--- config.mk ---
export PLATFORM = sky130hd
export DESIGN_NAME = sgp_servo_gate_pulse_route_ctrl
export DESIGN_NICKNAME = d
export VERILOG_FILES = /design/src/core/sgp_pkg.sv /design/src/core/sgp_pulse_shaper.sv /design/src/core/sgp_servo_gate_pulse_route_ctrl.sv
export SDC_FILE = /design/constraint.sdc
export NUM_CORES = 1
export LEC_CHECK = 0
export ABC_CLOCK_PERIOD_IN_PS = 3700
export BUFFER_PORTS_ARGS = -buffer_cell sky130_fd_sc_hd__buf_2
export CAP_MARGIN = 20
export CORE_MARGIN = 4
export CORE_UTILIZATION = 53
export DETAILED_ROUTE_END_ITERATION = 12
export GPL_TIMING_DRIVEN = 0
export PLACE_DENSITY = 0.85
export SLEW_MARGIN = 20
export SYNTH_ARGS = -nofsm -noshare
export SYNTH_HDL_FRONTEND = slang
export SYNTH_HIERARCHICAL = 1
export SYNTH_SLANG_ARGS = --single-unit
--- constraint.sdc ---
create_clock -name i_clk -period 3.7 [get_ports i_clk]
set_input_delay 0.555 -clock i_clk [delete_from_list [all_inputs] [get_ports i_clk]]
set_output_delay 0.555 -clock i_clk [all_outputs]
set_load 0.01 [all_outputs]
--- src/core/sgp_pkg.sv ---
package sgp_pkg;

	// ------------------------------------------------------------
	// Clock and pulse timing
	// ------------------------------------------------------------
	localparam int unsigned CLK_PERIOD_PS  = 4000;
	localparam int unsigned PULSE_WIDTH_PS = 15000;
	// Width rounds up so the pulse is never shorter than the figure.
	localparam int unsigned PULSE_CYC      = (PULSE_WIDTH_PS + CLK_PERIOD_PS - 1) / CLK_PERIOD_PS;
	localparam int unsigned PULSE_CNT_W    = 3;

	// ------------------------------------------------------------
	// Register offsets
	// ------------------------------------------------------------
	localparam logic [7:0] ADDR_CTRL      = 8'h00;
	localparam logic [7:0] ADDR_SLIM      = 8'h04;
	localparam logic [7:0] ADDR_CUT_DATA  = 8'h08;
	localparam logic [7:0] ADDR_CUT_SERVO = 8'h0c;
	localparam logic [7:0] ADDR_STATUS    = 8'h10;

	// ------------------------------------------------------------
	// Field positions
	// ------------------------------------------------------------
	localparam int unsigned CTRL_ROUTE_LO = 0;
	localparam int unsigned CTRL_ROUTE_HI = 1;
	localparam int unsigned CTRL_DUAL_BW  = 2;
	localparam int unsigned SLIM_DATA_LSB = 0;
	localparam int unsigned SLIM_SERV_LSB = 4;
	localparam int unsigned EQ_W          = 3;
	localparam int unsigned CUT_W         = 7;
	localparam int unsigned ST_TRACK      = 0;
	localparam int unsigned ST_TEST       = 1;
	localparam int unsigned ST_OBS        = 2;
	localparam int unsigned ST_DISCH      = 3;
	localparam int unsigned ST_GATE_LSB   = 4;
	localparam int unsigned ST_FIELD      = 8;

	// ------------------------------------------------------------
	// Reset values
	// ------------------------------------------------------------
	localparam logic [1:0]       RST_ROUTE     = 2'h0;
	localparam logic             RST_DUAL_BW   = 1'h0;
	localparam logic [EQ_W-1:0]  RST_EQ_DATA   = 3'h0;
	localparam logic [EQ_W-1:0]  RST_EQ_SERVO  = 3'h7;
	localparam logic [CUT_W-1:0] RST_CUT_DATA  = 7'h00;
	localparam logic [CUT_W-1:0] RST_CUT_SERVO = 7'h00;

	// ------------------------------------------------------------
	// Types
	// ------------------------------------------------------------
	typedef enum logic [0:0] {
		SGP_MODE_SEEK  = 1'b0,
		SGP_MODE_TRACK = 1'b1
	} sgp_servo_mode_t;

	localparam sgp_servo_mode_t RST_MODE = SGP_MODE_TRACK;

	// Servo command pins as sampled: gate/hold select and four switches.
	typedef struct packed {
		logic       gate_sel;
		logic [3:0] sw;
	} sgp_servo_cmd_t;

	// Source that drives each burst capacitor channel.
	typedef enum logic [1:0] {
		SGP_SRC_PEAK  = 2'b00,
		SGP_SRC_DIFF  = 2'b01,
		SGP_SRC_ZCROS = 2'b10,
		SGP_SRC_QUAL  = 2'b11
	} sgp_cap_src_t;

	// Burst capacitor controls for the analog servo section.
	typedef struct packed {
		logic [3:0]        gate;
		logic              discharge;
		logic              observe;
		logic              slow_charge;
		sgp_cap_src_t [3:0] src;
	} sgp_burst_ctl_t;

	// Controls handed to the filter and qualifier.
	typedef struct packed {
		logic [CUT_W-1:0] cutoff;
		logic [EQ_W-1:0]  slim;
		logic             hyst_servo;
	} sgp_filt_ctl_t;

	// Test mode controls.
	typedef struct packed {
		logic test_mode;
		logic gain_fixed;
		logic vco_stop;
		logic sync_clk_ext;
		logic synth_clk_ext;
	} sgp_test_ctl_t;

endpackage : sgp_pkg

--- src/core/sgp_pulse_shaper.sv ---
`timescale 1ns/1ps

// Turns the rising edge of a trigger into a pulse of fixed length.
module sgp_pulse_shaper (
	input  wire logic i_clk,
	input  wire logic i_rst,
	input  wire logic i_trig,
	output logic      o_pulse
);

	logic                               trig_q;
	logic                               trig_d;
	logic [sgp_pkg::PULSE_CNT_W-1:0]    cnt_q;
	logic [sgp_pkg::PULSE_CNT_W-1:0]    cnt_d;
	logic                               pulse_q;
	logic                               pulse_d;

	// --------------------------------------------------------------
	// Width counter
	// --------------------------------------------------------------

	// A new edge inside a running pulse restarts the count, so edges four cycles
	// apart or closer stretch the pulse; a lone edge's width depends only on the clock.
	always_comb begin
		trig_d  = i_trig;
		cnt_d   = cnt_q;
		pulse_d = pulse_q;
		if (i_trig && !trig_q) begin
			cnt_d   = sgp_pkg::PULSE_CNT_W'(sgp_pkg::PULSE_CYC - 1);
			pulse_d = 1'b1;
		end else if (cnt_q != '0) begin
			cnt_d = cnt_q - 1'b1;
		end else begin
			pulse_d = 1'b0;
		end
	end

	always_ff @(posedge i_clk or posedge i_rst) begin
		if (i_rst) begin
			trig_q  <= 1'b0;
			cnt_q   <= '0;
			pulse_q <= 1'b0;
		end else begin
			trig_q  <= trig_d;
			cnt_q   <= cnt_d;
			pulse_q <= pulse_d;
		end
	end

	assign o_pulse = pulse_q;

endmodule : sgp_pulse_shaper

--- src/core/sgp_servo_gate_pulse_route_ctrl.sv ---
`timescale 1ns/1ps

// Behaviour
// - Route code 00 enables no pins; 01 enables only the pulse output pin.
// - Codes 10 and 11 enable both pins and feed the synchronizer externally.
// - Code 11 is test mode: fixed gain, VCOs stopped, test clocks used.
// - Each lone detector output pulse is four cycles wide, at least 15 ns; edges four cycles apart or closer stretch it.
// - Gate/hold select and four switch pins are decoded as a truth table.
// - Gate select high gates each channel whose switch is high; mode kept.
// - Gate select low: switch one alone latches track follow, switch three alone seek.
// - Gate select low with switch four discharges all burst capacitors.
// - Gate select low with switch two routes internal signals to channels.
// - Track follow mode charges the peak detectors slower than seek mode.
// - Pulse slimming setting has eight steps.
// - Cutoff setting has 128 steps, held separately for data and servo.
// - With dual bandwidth enabled the field pin picks the cutoff setting.
// - The field pin picks data or servo hysteresis level.
// - Both route bits reset cleared: pins disabled, test mode off.
module sgp_servo_gate_pulse_route_ctrl (
	input  wire logic                  i_clk,
	input  wire logic                  i_rst,
	// Register port.
	input  wire logic [7:0]            i_addr,
	input  wire logic [31:0]           i_wdata,
	input  wire logic                  i_wr,
	input  wire logic                  i_rd,
	output logic      [31:0]           o_rdata,
	// Pins and pulse sources.
	input  wire logic                  i_gate_sel,
	input  wire logic                  i_servo_sw_one,
	input  wire logic                  i_servo_sw_two,
	input  wire logic                  i_servo_sw_three,
	input  wire logic                  i_servo_sw_four,
	input  wire logic                  i_field_select_pin,
	input  wire logic                  i_ext_pulse_in,
	input  wire logic                  i_pd_pulse,
	// Pulse routing.
	output logic                       o_pulse_out_pin,
	output logic                       o_pulse_out_en,
	output logic                       o_ext_pulse_in_en,
	output logic                       o_sync_pulse,
	// Analog section controls.
	output sgp_pkg::sgp_test_ctl_t     o_test_ctl,
	output sgp_pkg::sgp_burst_ctl_t    o_burst_ctl,
	output sgp_pkg::sgp_filt_ctl_t     o_filt_ctl
);

	// --------------------------------------------------------------
	// Pin synchronisers
	// --------------------------------------------------------------

	sgp_pkg::sgp_servo_cmd_t cmd_m_q;
	sgp_pkg::sgp_servo_cmd_t cmd_s_q;
	logic [2:0]              pin_m_q;
	logic [2:0]              pin_s_q;
	logic [2:0]              pin_raw;
	sgp_pkg::sgp_servo_cmd_t cmd_raw;

	assign cmd_raw = '{gate_sel: i_gate_sel,
		sw: {i_servo_sw_four, i_servo_sw_three, i_servo_sw_two, i_servo_sw_one}};
	assign pin_raw = {i_pd_pulse, i_ext_pulse_in, i_field_select_pin};

	// Every pin passes two flops; the first stage feeds only the second.
	always_ff @(posedge i_clk or posedge i_rst) begin
		if (i_rst) begin
			cmd_m_q <= '0;
			cmd_s_q <= '0;
			pin_m_q <= 3'h0;
			pin_s_q <= 3'h0;
		end else begin
			cmd_m_q <= cmd_raw;
			cmd_s_q <= cmd_m_q;
			pin_m_q <= pin_raw;
			pin_s_q <= pin_m_q;
		end
	end

	logic field_servo;
	logic ext_pulse_s;
	logic pd_pulse_s;

	assign field_servo = pin_s_q[0];
	assign ext_pulse_s = pin_s_q[1];
	assign pd_pulse_s  = pin_s_q[2];

	// --------------------------------------------------------------
	// Register file
	// --------------------------------------------------------------

	logic [1:0]                  route_q;
	logic [1:0]                  route_d;
	logic                        dual_bw_q;
	logic                        dual_bw_d;
	logic [sgp_pkg::EQ_W-1:0]    eq_data_q;
	logic [sgp_pkg::EQ_W-1:0]    eq_data_d;
	logic [sgp_pkg::EQ_W-1:0]    eq_servo_q;
	logic [sgp_pkg::EQ_W-1:0]    eq_servo_d;
	logic [sgp_pkg::CUT_W-1:0]   cut_data_q;
	logic [sgp_pkg::CUT_W-1:0]   cut_data_d;
	logic [sgp_pkg::CUT_W-1:0]   cut_servo_q;
	logic [sgp_pkg::CUT_W-1:0]   cut_servo_d;
	logic [31:0]                 rdata_q;
	logic [31:0]                 rdata_d;
	logic [31:0]                 status;

	// Writes land one edge after the strobe; reads answer in the next cycle.
	always_comb begin
		route_d     = route_q;
		dual_bw_d   = dual_bw_q;
		eq_data_d   = eq_data_q;
		eq_servo_d  = eq_servo_q;
		cut_data_d  = cut_data_q;
		cut_servo_d = cut_servo_q;
		rdata_d     = 32'h0;
		if (i_wr) begin
			if (i_addr == sgp_pkg::ADDR_CTRL) begin
				route_d   = {i_wdata[sgp_pkg::CTRL_ROUTE_HI], i_wdata[sgp_pkg::CTRL_ROUTE_LO]};
				dual_bw_d = i_wdata[sgp_pkg::CTRL_DUAL_BW];
			end else if (i_addr == sgp_pkg::ADDR_SLIM) begin
				eq_data_d  = i_wdata[sgp_pkg::SLIM_DATA_LSB +: sgp_pkg::EQ_W];
				eq_servo_d = i_wdata[sgp_pkg::SLIM_SERV_LSB +: sgp_pkg::EQ_W];
			end else if (i_addr == sgp_pkg::ADDR_CUT_DATA) begin
				cut_data_d = i_wdata[sgp_pkg::CUT_W-1:0];
			end else if (i_addr == sgp_pkg::ADDR_CUT_SERVO) begin
				cut_servo_d = i_wdata[sgp_pkg::CUT_W-1:0];
			end
		end
		if (i_rd) begin
			if (i_addr == sgp_pkg::ADDR_CTRL) begin
				rdata_d[sgp_pkg::CTRL_ROUTE_LO] = route_q[0];
				rdata_d[sgp_pkg::CTRL_ROUTE_HI] = route_q[1];
				rdata_d[sgp_pkg::CTRL_DUAL_BW]  = dual_bw_q;
			end else if (i_addr == sgp_pkg::ADDR_SLIM) begin
				rdata_d[sgp_pkg::SLIM_DATA_LSB +: sgp_pkg::EQ_W] = eq_data_q;
				rdata_d[sgp_pkg::SLIM_SERV_LSB +: sgp_pkg::EQ_W] = eq_servo_q;
			end else if (i_addr == sgp_pkg::ADDR_CUT_DATA) begin
				rdata_d[sgp_pkg::CUT_W-1:0] = cut_data_q;
			end else if (i_addr == sgp_pkg::ADDR_CUT_SERVO) begin
				rdata_d[sgp_pkg::CUT_W-1:0] = cut_servo_q;
			end else if (i_addr == sgp_pkg::ADDR_STATUS) begin
				rdata_d = status;
			end
		end
	end

	always_ff @(posedge i_clk or posedge i_rst) begin
		if (i_rst) begin
			route_q     <= sgp_pkg::RST_ROUTE;
			dual_bw_q   <= sgp_pkg::RST_DUAL_BW;
			eq_data_q   <= sgp_pkg::RST_EQ_DATA;
			eq_servo_q  <= sgp_pkg::RST_EQ_SERVO;
			cut_data_q  <= sgp_pkg::RST_CUT_DATA;
			cut_servo_q <= sgp_pkg::RST_CUT_SERVO;
			rdata_q     <= 32'h0;
		end else begin
			route_q     <= route_d;
			dual_bw_q   <= dual_bw_d;
			eq_data_q   <= eq_data_d;
			eq_servo_q  <= eq_servo_d;
			cut_data_q  <= cut_data_d;
			cut_servo_q <= cut_servo_d;
			rdata_q     <= rdata_d;
		end
	end

	assign o_rdata = rdata_q;

	// --------------------------------------------------------------
	// Pulse routing and test mode
	// --------------------------------------------------------------

	logic                   pd_shaped;
	logic                   out_pin_q;
	logic                   out_pin_d;
	logic                   out_en_q;
	logic                   out_en_d;
	logic                   in_en_q;
	logic                   in_en_d;
	logic                   sync_q;
	logic                   sync_d;
	sgp_pkg::sgp_test_ctl_t test_q;
	sgp_pkg::sgp_test_ctl_t test_d;

	sgp_pulse_shaper u_shaper (
		.i_clk   (i_clk),
		.i_rst   (i_rst),
		.i_trig  (pd_pulse_s),
		.o_pulse (pd_shaped)
	);

	// The external path carries its pulse as given; only the detector pulse
	// is shaped here, since the external source sets its own width.
	always_comb begin
		out_en_d  = route_q != 2'h0;
		in_en_d   = route_q[1];
		out_pin_d = out_en_d & pd_shaped;
		sync_d    = route_q[1] ? ext_pulse_s : pd_shaped;
		test_d.test_mode     = &route_q;
		test_d.gain_fixed    = &route_q;
		test_d.vco_stop      = &route_q;
		test_d.sync_clk_ext  = &route_q;
		test_d.synth_clk_ext = &route_q;
	end

	always_ff @(posedge i_clk or posedge i_rst) begin
		if (i_rst) begin
			out_pin_q <= 1'b0;
			out_en_q  <= 1'b0;
			in_en_q   <= 1'b0;
			sync_q    <= 1'b0;
			test_q    <= '0;
		end else begin
			out_pin_q <= out_pin_d;
			out_en_q  <= out_en_d;
			in_en_q   <= in_en_d;
			sync_q    <= sync_d;
			test_q    <= test_d;
		end
	end

	assign o_pulse_out_pin   = out_pin_q;
	assign o_pulse_out_en    = out_en_q;
	assign o_ext_pulse_in_en = in_en_q;
	assign o_sync_pulse      = sync_q;
	assign o_test_ctl        = test_q;

	// --------------------------------------------------------------
	// Servo command decode
	// --------------------------------------------------------------

	sgp_pkg::sgp_servo_mode_t mode_q;
	sgp_pkg::sgp_servo_mode_t mode_d;
	sgp_pkg::sgp_burst_ctl_t  burst_q;
	sgp_pkg::sgp_burst_ctl_t  burst_d;

	always_comb begin
		mode_d  = mode_q;
		burst_d = '0;
		if (cmd_s_q.gate_sel) begin
			burst_d.gate = cmd_s_q.sw;
		end else begin
			if (cmd_s_q.sw[0] && !cmd_s_q.sw[2]) begin
				mode_d = sgp_pkg::SGP_MODE_TRACK;
			end else if (cmd_s_q.sw[2] && !cmd_s_q.sw[0]) begin
				mode_d = sgp_pkg::SGP_MODE_SEEK;
			end
			burst_d.discharge = cmd_s_q.sw[3];
			burst_d.observe = cmd_s_q.sw[1];
		end
		burst_d.slow_charge = mode_d == sgp_pkg::SGP_MODE_TRACK;
		if (burst_d.observe) begin
			burst_d.src[0] = sgp_pkg::SGP_SRC_DIFF;
			burst_d.src[1] = sgp_pkg::SGP_SRC_DIFF;
			burst_d.src[2] = sgp_pkg::SGP_SRC_ZCROS;
			burst_d.src[3] = sgp_pkg::SGP_SRC_QUAL;
		end else begin
			burst_d.src = '{default: sgp_pkg::SGP_SRC_PEAK};
		end
	end

	// The mode is the only servo state that outlives the pin levels.
	always_ff @(posedge i_clk or posedge i_rst) begin
		if (i_rst) begin
			mode_q  <= sgp_pkg::RST_MODE;
			burst_q <= '0;
		end else begin
			mode_q  <= mode_d;
			burst_q <= burst_d;
		end
	end

	assign o_burst_ctl = burst_q;

	// --------------------------------------------------------------
	// Filter and qualifier selection
	// --------------------------------------------------------------

	sgp_pkg::sgp_filt_ctl_t filt_q;
	sgp_pkg::sgp_filt_ctl_t filt_d;

	// Switching here needs no register access, so bandwidth can follow the
	// field pin between data and servo fields.
	always_comb begin
		if (dual_bw_q && field_servo) begin
			filt_d.cutoff = cut_servo_q;
			filt_d.slim   = eq_servo_q;
		end else begin
			filt_d.cutoff = cut_data_q;
			filt_d.slim   = eq_data_q;
		end
		filt_d.hyst_servo = field_servo;
	end

	always_ff @(posedge i_clk or posedge i_rst) begin
		if (i_rst) begin
			filt_q <= '0;
		end else begin
			filt_q <= filt_d;
		end
	end

	assign o_filt_ctl = filt_q;

	// --------------------------------------------------------------
	// Status word
	// --------------------------------------------------------------

	// Status reflects registered state, three edges behind the servo pins, two behind the field pin.
	always_comb begin
		status                                  = 32'h0;
		status[sgp_pkg::ST_TRACK]               = mode_q == sgp_pkg::SGP_MODE_TRACK;
		status[sgp_pkg::ST_TEST]                = test_q.test_mode;
		status[sgp_pkg::ST_OBS]                 = burst_q.observe;
		status[sgp_pkg::ST_DISCH]               = burst_q.discharge;
		status[sgp_pkg::ST_GATE_LSB +: 4]       = burst_q.gate;
		status[sgp_pkg::ST_FIELD]               = field_servo;
	end

endmodule : sgp_servo_gate_pulse_route_ctrl

Word level (Yosys, flattened, before mapping). Index checks and enable logic that the tools add are counted.

Flip-flop bits (word level): 108. Bits of input ports: 52. Output and inout bits: 67. Logic and storage cells: 83.

Add/sub/neg operators: 1. Equality and inequality tests: 5. Multiplexer cells: 24. Bitwise logic cells: 4. Reduce and logical (&&, ||, !) cells: 16.

Operators by type and width (count): 32-bit two-way mux (1); 29-bit two-way mux (1); 8-bit by 4-bit equality test with 1-bit output (second input constant) (2); 3-bit two-way mux (5); 7-bit two-way mux (2); 10-bit two-way mux (1); 9-bit two-way mux (1); 8-bit by 3-bit equality test with 1-bit output (second input constant) (1); 8-bit by 5-bit equality test with 1-bit output (second input constant) (1); 8-bit zero test (1); 2-bit two-way mux (4); 8-bit two-way mux (1); 1-bit two-way mux (7); 5-bit AND reduction (1); 1-bit logical AND (4); 4-bit two-way mux (1); 2-bit AND reduction (2); 4-bit AND reduction (1); 2-bit nonzero test (2); 1-bit zero test (3); 1-bit NOT (3); 3-bit AND reduction (1); 3-bit nonzero test (1); 3-bit by 1-bit subtractor with 3-bit output (second input constant) (1); 2 further kinds (2).

Logic depth before layout (Yosys ltp). Gate-level depths: netlist of run 1.

Depth after elaboration: 7. Depth in mapped cells: 5. Gate-level depth less buffers: 5.

Modules after synthesis. The synthesis of run 1 kept the hierarchy.

By module, submodules not included: sgp_servo_gate_pulse_route_ctrl (instances 1, cells an instance 229, area an instance 3044.2 sq um, sequential area each 1806.7 sq um); sgp_pulse_shaper (instances 1, cells an instance 22, area an instance 237.7 sq um, sequential area each 125.1 sq um).

Worst setup path before layout of run 1. OpenSTA, ideal clock, no wires.

Kind: input to register. From: input i_addr[1]. To: register dual_bw_q. Setup time: 125 ps. Arrival time: 1614 ps. Required time: 3575 ps. Path slack: 1961 ps. Stages on the path: 3. Buffers on the path: 0. Cell sequence: nor4_4 and4b_1 mux2_2.

Cells in the longest elaborated chain, start to end: 2.

Ends and longest elaborated chain: start: declaration (line sgp_servo_gate_pulse_route_ctrl.sv:23) `input wire logic [7:0] i_addr,`; 8-bit zero test (line sgp_servo_gate_pulse_route_ctrl.sv:116) `if (i_addr == sgp_pkg::ADDR_CTRL) begin`; 2-bit AND reduction (no source line); end signal: assignment (line sgp_servo_gate_pulse_route_ctrl.sv:149) `dual_bw_q <= sgp_pkg::RST_DUAL_BW;`; end signal: assignment (line sgp_servo_gate_pulse_route_ctrl.sv:157) `dual_bw_q <= dual_bw_d;`; end: declaration (line sgp_servo_gate_pulse_route_ctrl.sv:92) `logic dual_bw_q;`.

Every way passes these cells. A chain may end at the register's enable or synchronous reset.

Final worst setup path of run 1.
From: input i_addr[1]. To: register cut_servo_q[5] (netlist name).

Cells in the longest elaborated chain, start to end: 3. Elaborated cells on any way between the ends: 8. Those cells by class: 3 x eq/ne; 3 x bitwise; 2 x reduce/logical.

Ends and longest elaborated chain: 8-bit by 4-bit equality test with 1-bit output (tied with other cells) (line sgp_servo_gate_pulse_route_ctrl.sv:122) `end else if (i_addr == sgp_pkg::ADDR_CUT_DATA) begin`; 1-bit NOT (no source line); 5-bit AND reduction (no source line) *; end signal: assignment (line sgp_servo_gate_pulse_route_ctrl.sv:153) `cut_servo_q <= sgp_pkg::RST_CUT_SERVO;`; end signal: assignment (line sgp_servo_gate_pulse_route_ctrl.sv:161) `cut_servo_q <= cut_servo_d;`; end: declaration (line sgp_servo_gate_pulse_route_ctrl.sv:100) `logic [sgp_pkg::CUT_W-1:0] cut_servo_q;`.

Mark *: on every way between the ends. The rest lies on a longest branch, timed or not.

==> impl_metrics.tcl, run 1 <==
set metrics [dict create \
    layout-drive-gt1-share_pct 47.2 \
    wl_per_cell_um 15.6 \
    cts_tree "yes" \
    synth_cell_types 37 \
    synthArstFlopShare_pct 100 \
    cp.arrival_ns 1.94 \
    end_kind "flop" \
    wl_um 6790 \
    comb_power_share_pct 14.0 \
    critPathLaunchType "primary input" \
    diodes 0 \
    antenna_found_initial 0 \
    p_switching_mw 0.472 \
    peakVddDrop_mv 0.324 \
    grt_max_degree 48 \
    slew_viol_final 0 \
    numCtsBuffers 9 \
    finalSetupViolCount 0 \
    pwr-share-seq_pct 49.8 \
    synth_edf_count 0 \
    cts_resized 0 \
    synth_area_um2 3280 \
    maxCapViolCount 0 \
    start_util_pct 55.1 \
    hold_buffers 0 \
    drcViolationCount 0 \
    ys.flop_type "dfrtp_1" \
    syn_inst 251 \
    avgSynthCellArea_um2 13.1 \
    p_leak_nw 2.18 \
    drt_iter0_drc 216 \
    outcome "finished clean" \
    fmaxAchievable_mhz 582 \
    r2r-start "route_q[1]" \
    die_w_um 86.7 \
    clock_path_buffers 2 \
    final_cells 435 \
    hold_viol 0 \
    switching_share_pct 25.0 \
    worst_pin_slew_ns 0.529 \
    grtUsageTotal_pct 19.5 \
    synth-seq-cells 77 \
    slew_headroom_pct 64.6 \
    rows 28 \
    postRouteAntennaNets 0 \
    ys_seq_area_share_pct 58.9 \
    post_cts.repair.setup_buffers 0 \
    dieArea_um2 7520 \
    fin_tns_setup_ns 0 \
    crit_type "primary input to flop" \
    cp_max_fo 8 \
    p_per_area_nw_per_um2 465 \
    r2r-end "o_rdata[1]" \
    core_area_um2 5960 \
    via_per_inst 5.04 \
    clockRootBuffer "clkbuf_8" \
    dp.cells 419 \
    skew_ns 0.00937 \
    grt_setup_unrepaired "false" \
    syn2layout_area_growth_pct 23.4 \
    p_clk_share_pct 36.2 \
    layout_commonest_cell "dfrtp_1" \
    hp-class "primary input to asynchronous set/reset pin" \
    finalPower_mw 1.88 \
    clock_latency_ns 0.34 \
    ff2ff_setup_slack_ns 2.33 \
    r2r_cells 3 \
    nFillCells 451 \
    clk_pin_slew_ns 0.08 \
    finalWeightedCongestion 0.832 \
    final_cell_mix "dfrtp_1 (73), buf_2 (69), mux2_2 (35), buf_4 (35), conb_1 (26)" \
    nets 409 \
    overflow 0 \
    seq_area_um2 1930 \
    vias 2193 \
    grt_pass1_wl_um 11100 \
    dp_hpwl_um 4930 \
    cp.required_ns 3.92 \
    port_buffers 67 \
    dr.pass1.iters 4 \
    yosys_warnings 6 \
    multi_input_area_um2 1130 \
    internal-power_mw 1.41 \
    min_period_ns 1.72 \
    die_h_um 86.7 \
    htree_levels 3 \
    clock-sinks 77 \
    io_pins 119 \
    fin_crit_sh_pct 46.4 \
    grt_pass1_vias 2373 \
]
sequential cells by signal, summed over array words and instances, names as in the netlist, 5 cells and up:
register     flops
o_filt_ctl      11
o_rdata          9
cut_data_q       7
cmd_m_q          5
cut_servo_q      7
cmd_s_q          5
o_burst_ctl      7
power groups by stage:
stage,combinational [mW],sequential (mW),clock (mW)
after CTS,0.265,0.939,0.693
after detailed placement,0.259,0.955,0
final,0.264,0.938,0.682
after global placement,0.238,0.951,0
after global routing,0.295,0.946,0.733
after floorplan,0.170,0.954,0
worst max-delay path: stages:
cell	delay, ns
buf_2	0.11
nor4_4	0.50
nand4_2	0.38
mux2_2	0.38
synthesized netlist by cell type, drive strengths merged (4+ instances only):
master	count	area share (%)
nand3b	4	0.92
mux2	35	12
and2	10	1.9
inv	6	0.69
nand2b	7	1.6
clkbuf	4	0.46
nor4	4	1.2
buf	37	8.3
dfstp	4	3.2
a21oi	7	1.1
dfrtp	73	56
o21ai	10	1.5
nand2	8	0.92
nor2b	7	1.3
per-stage QoR:
step	area, µm²	worst slack, ns	hold WS [ns]	utilization [%]
after floorplan	3380	1.33	0.331	-
final	4050	1.98	0.126	68.0
after detailed placement	3830	1.62	0.335	64.4
after global placement	3800	0.608	0.333	63.9
after CTS	4050	1.97	0.116	68.0
after global routing	4050	1.90	0.140	68.0
metal layers:
metal / wire, µm / up-vias / track usage, % / part of all wire [%]
met1: 2690 / 1072 / 24.7 / 40
li1: - / 1017 / - / -
met4: 191 / 0 / 10.1 / 2.8
met3: 344 / 18 / 3.52 / 5.1
met5: 0 / - / 0 / 0
met2: 3560 / 86 / 32.0 / 52
worst max-delay path by stage:
stage | start | end | slack [ns] | depth (start not counted)
after floorplan | i_rst | cmd_m_q[0] | 1.33 | 1
after global placement | i_rst | cmd_m_q[3] | 0.61 | 2
after detailed placement | i_addr[1] | cut_data_q[1] | 1.62 | 4
after CTS | i_addr[1] | cut_data_q[6] | 1.97 | 4
after global routing | i_addr[1] | cut_servo_q[0] | 1.90 | 4
final | i_addr[1] | cut_servo_q[5] | 1.98 | 4
cells by family (layout without fill, tap and decap cells):
group,after synthesis,in the layout,synth area share (%)
buffers and inverters,47,131,9.45
multiplexers,35,35,12.0
adder cells (fa/ha/maj),2,2,0.762
other,1,26,0.114
flip-flops,77,77,58.9
XOR/XNOR,1,1,0.267
AND/OR/NAND/NOR,56,56,11.8
AO/OA/AOI/OAI,32,32,6.71
layout make-up:
| type | count | share of cell area (%) |
|---|---|---|
| timing repair buffer | 68 | 8.96 |
| sequential | 77 | 47.7 |
| multi-input combinational | 152 | 28.0 |
| buffer | 41 | 7.10 |
| clock buffer | 11 | 3.24 |
| clock inverter | 5 | 2.10 |
| inverter | 6 | 0.618 |
| tap | 75 | 2.32 |
Note: power is estimated with default switching activity, not from simulation.
==> run 2: changes to the inputs <==
ABC_CLOCK_PERIOD_IN_PS = 1500   (was 3700)
CORE_UTILIZATION = 44   (was 53)
PLACE_DENSITY = 0.75   (was 0.85)
clock period = 1.5 ns   (was 3.7 ns; I/O delays follow)
==> impl_metrics.tcl, run 2 (synthesized netlist as in run 1, its figures left out) <==
set metrics [dict create \
    fin_crit_sh_pct 93.2 \
    die_h_um 94.4 \
    hold_viol 0 \
    hold_slack_ns 0.146 \
    crit_family "simple AND/OR/NAND/NOR gates" \
    postRouteAntennaNets 0 \
    cp.required_ns 1.72 \
    slowest_stage "nor4_4" \
    finalWeightedCongestion 0.817 \
    syn2layout_area_growth_pct 28.1 \
    start_util_pct 45.2 \
    antenna_found_initial 0 \
    htree_levels 3 \
    crit_type "primary input to flop" \
    grt_pass1_vias 2229 \
    via_per_inst 4.65 \
    grtUsageTotal_pct 16.4 \
    cp.arrival_ns 1.61 \
    clock_path_buffers 2 \
    numCtsBuffers 9 \
    port_buffers 67 \
    finalSetupViolCount 0 \
    worst_pin_slew_ns 0.513 \
    diodes 0 \
    drcViolationCount 0 \
    clock-sinks 77 \
    nets 419 \
    critPathLaunchType "primary input" \
    ff2ff_setup_slack_ns 0.12 \
    wl_per_cell_um 14.2 \
    place_area_um2 3880 \
    clock_latency_ns 0.34 \
    grt_max_degree 37 \
    vias 2176 \
    nFillCells 575 \
    cts_tree "yes" \
    overflow 0 \
    critPathMaxStageDelay_ns 0.50 \
    layout_commonest_cell "dfrtp_1" \
    grt_setup_unrepaired "false" \
    cts_resized 0 \
    p_per_area_nw_per_um2 1140 \
    dieArea_um2 8900 \
    maxCapViolCount 0 \
    clk_pin_slew_ns 0.07 \
    slew_viol_final 0 \
    finalPower_mw 4.79 \
    wl_um 6640 \
    drt_iter0_drc 156 \
    dr.pass1.iters 4 \
    cp_max_fo 8 \
    p_leak_nw 2.23 \
    crit_chain "buf_2 > nor4_4 > nand4_2 > mux2_2" \
    fmaxAchievable_mhz 716 \
    dp_hpwl_um 4780 \
    slew_headroom_pct 65.7 \
    largest_reg_flops 11 \
    hp-class "primary input to flop" \
    crit_buf_inv 1 \
    layout-drive-gt1-share_pct 46.6 \
    core_area_um2 7250 \
    fin_tns_setup_ns 0 \
    die_w_um 94.4 \
    rows 31 \
    io_pins 119 \
    peakVddDrop_mv 0.703 \
    postLayoutCellArea_um2 4210 \
    grt_pass1_wl_um 11100 \
    min_period_ns 1.40 \
    skew_ns 0.0101 \
    final_cell_mix "dfrtp_1 (73), buf_2 (69), mux2_2 (35), buf_4 (35), conb_1 (26)" \
    outcome "finished clean" \
    clockRootBuffer "clkbuf_8" \
    end_kind "flop" \
]
## run 2: cell type report
cell class	instances	area (µm²)	area share [%]
buffer	41	288	6.84
clock buffer	9	124	2.95
clock inverter	6	113	2.68
inverter	6	26.3	0.625
multi-input combinational	152	1130	27.0
sequential	77	1930	45.9
tap	99	124	2.95
timing repair buffer	78	465	11.1
## run 2: timing repair
action | 4_1_cts | 5_1_grt
buffers inserted | 0 | 0
hold endpoints to repair | 81 | 0
hold buffers | 9 | 0
## run 2: final timing paths
path                            start        endpoint  cells after the start
min                        i_wdata[3]   cut_data_q[3]                      2
min in group asynchronous       i_rst    o_sync_pulse                      3
max                         i_addr[1]  cut_servo_q[3]                      4
max reg2reg                route_q[1]      o_rdata[1]                      3
max in group asynchronous       i_rst   eq_servo_q[2]                      4
min reg2reg                pin_m_q[2]      pin_s_q[2]                      0
## run 2: per-stage QoR
| step | instances | worst slack [ns] | util, % |
|---|---|---|---|
| floorplan | 276 | 0.0911 | - |
| global placement | 442 | -0.228 | 52.9 |
| detailed placement | 444 | -0.239 | 53.5 |
| CTS | 468 | 0.115 | 58.0 |
| finish | 468 | 0.103 | 58.0 |
| global route | 468 | 0.0232 | 58.0 |
## run 2: power breakdown
part / switching (mW) / total [mW] / internal, mW
Clock: 0.734 / 1.83 / 1.10
Combinational: 0.315 / 0.638 / 0.323
Sequential: 0.0876 / 2.32 / 2.23
## run 2: layer usage
metal	track usage [%]	vias to the layer above	share of wire (%)
li1	-	1040	-
met1	20.2	1052	40
met2	27.4	76	51
met3	5.02	8	7.0
met4	5.78	0	1.6
met5	0	-	0
==> run 3: changes to the inputs <==
CELL_PAD_IN_SITES_DETAIL_PLACEMENT = 1   (was unset)
CELL_PAD_IN_SITES_GLOBAL_PLACEMENT = 1   (was unset)
CORE_UTILIZATION = 35   (was 44)
PLACE_DENSITY = unset   (was 0.75)
PLACE_DENSITY_LB_ADDON = 0.1   (was unset)
==> impl_metrics.tcl, run 3 (synthesized netlist as in run 1, its figures left out) <==
set metrics [dict create \
    crit_chain "buf_2 > nor4_4 > nand4_2 > mux2_2" \
    path_depth 4 \
    r2r-end "o_rdata[1]" \
    grt_max_degree 29 \
    clock-sinks 77 \
    p_per_area_nw_per_um2 1090 \
    nets 419 \
    grtUsageTotal_pct 14.9 \
    postLayoutCellArea_um2 4190 \
    holdPathStages 2 \
    die_h_um 105 \
    fin_util_pct 45.6 \
    whs_endpoint "cut_data_q[3]" \
    place_area_um2 3890 \
    outcome "finished clean" \
    port_buffers 67 \
    dp_hpwl_um 5510 \
    die_w_um 105 \
    critPathLaunchType "primary input" \
    diodes 0 \
    cp.arrival_ns 1.64 \
    hp-class "primary input to flop" \
    wl_per_cell_um 15.9 \
    hold_viol 0 \
    cts_tree "yes" \
    maxCapViolCount 0 \
    syn2layout_area_growth_pct 27.7 \
    nFillCells 1005 \
    fin_crit_sh_pct 94.2 \
    min_period_ns 1.41 \
    grt_setup_unrepaired "true" \
    grt_pass1_wl_um 12700 \
    hp-start "i_wdata[3]" \
    clk_pin_slew_ns 0.08 \
    vias 2207 \
    largest_reg_flops 11 \
    antenna_found_initial 0 \
    core_area_um2 9200 \
    dp_slack_ns -0.313 \
    dieArea_um2 11000 \
    layout_commonest_cell "dfrtp_1" \
    start_util_pct 35.7 \
    final_cell_mix "dfrtp_1 (73), buf_2 (69), mux2_2 (35), buf_4 (35), conb_1 (26)" \
    via_per_inst 4.59 \
    cp.required_ns 1.73 \
    rows 35 \
    crit_type "primary input to flop" \
    slew_headroom_pct 62.5 \
    numCtsBuffers 9 \
    clock_latency_ns 0.36 \
    io_pins 119 \
    ff2ff_setup_slack_ns 0.09 \
    critPathMaxStageDelay_ns 0.54 \
    dp.cells 456 \
    r2r-start "route_q[1]" \
    skew_ns 0.0145 \
    finalSetupViolCount 0 \
    postRouteAntennaNets 0 \
    finalWeightedCongestion 0.755 \
    overflow 0 \
    dr.pass1.iters 4 \
    hold_slack_ns 0.121 \
    fin_ws_ns 0.0877 \
    end_kind "flop" \
    p_leak_nw 2.21 \
    wl_um 7650 \
    crit_buf_inv 1 \
    peakVddDrop_mv 0.484 \
    worst_pin_slew_ns 0.562 \
    htree_levels 3 \
    slowest_stage "nor4_4" \
    drt_iter0_drc 59 \
    layout-drive-gt1-share_pct 46.5 \
    drcViolationCount 0 \
    fmaxAchievable_mhz 708 \
    clock_path_buffers 2 \
    clockRootBuffer "clkbuf_8" \
    final_cells 481 \
    cp_max_fo 8 \
    slew_viol_final 0 \
    grt_pass1_vias 2396 \
    crit_family "simple AND/OR/NAND/NOR gates" \
    r2r_cells 3 \
]
[run 3: worst max-delay path by stage]
stage                           endpoint  slack [ns]  startpoint
after floorplan                dual_bw_q        0.09   i_addr[1]
after global placement    cut_servo_q[5]       -0.29   i_addr[1]
after detailed placement  cut_servo_q[0]       -0.31   i_addr[1]
after CTS                 cut_servo_q[5]        0.05   i_addr[1]
after global routing       cut_data_q[2]      -0.004   i_addr[1]
final                      cut_data_q[2]        0.09   i_addr[1]
[run 3: repair_timing]
action                                 4_1_cts  5_1_grt
hold buffers                                 9        0
endpoints found under the hold margin       30        0
buffers inserted                             0        0
setup endpoints to repair                    0        6
resized for setup                            0        1
[run 3: metal layers]
metal	routed length (µm)	GRT usage [%]
met3	373	4.39
met1	3340	18.7
met4	128	5.34
met5	0	0
met2	3810	24.3
[run 3: worst reg2reg max path, stage by stage, from the launching register on]
cell       delay, ns
dfrtp_1         0.47
or3b_2          0.46
a2bb2oi_1       0.21
o2111a_1        0.20
[run 3: stage by stage]
stage	TNS (ns)	power (mW)
final	0	4.55
after global routing	-0.00384	4.84
after detailed placement	-6.06	2.99
after floorplan	0	2.77
after global placement	-10.84	2.96
after CTS	0	4.63
[run 3: power breakdown]
| group | internal [mW] | total, mW | switching (mW) |
|---|---|---|---|
| clock | 0.818 | 1.60 | 0.778 |
| combinational | 0.323 | 0.645 | 0.322 |
| sequential | 2.23 | 2.31 | 0.0853 |
[run 3: cell type report]
type,count,area [µm²],area share (%)
Buffer,41,288,6.87
Clock buffer,11,141,3.37
Tap cell,111,139,3.31
Inverter,6,26.3,0.627
Sequential cell,77,1930,46.1
Timing Repair Buffer,78,465,11.1
Clock inverter,5,57.6,1.37
Multi-Input combinational cell,152,1140,27.3
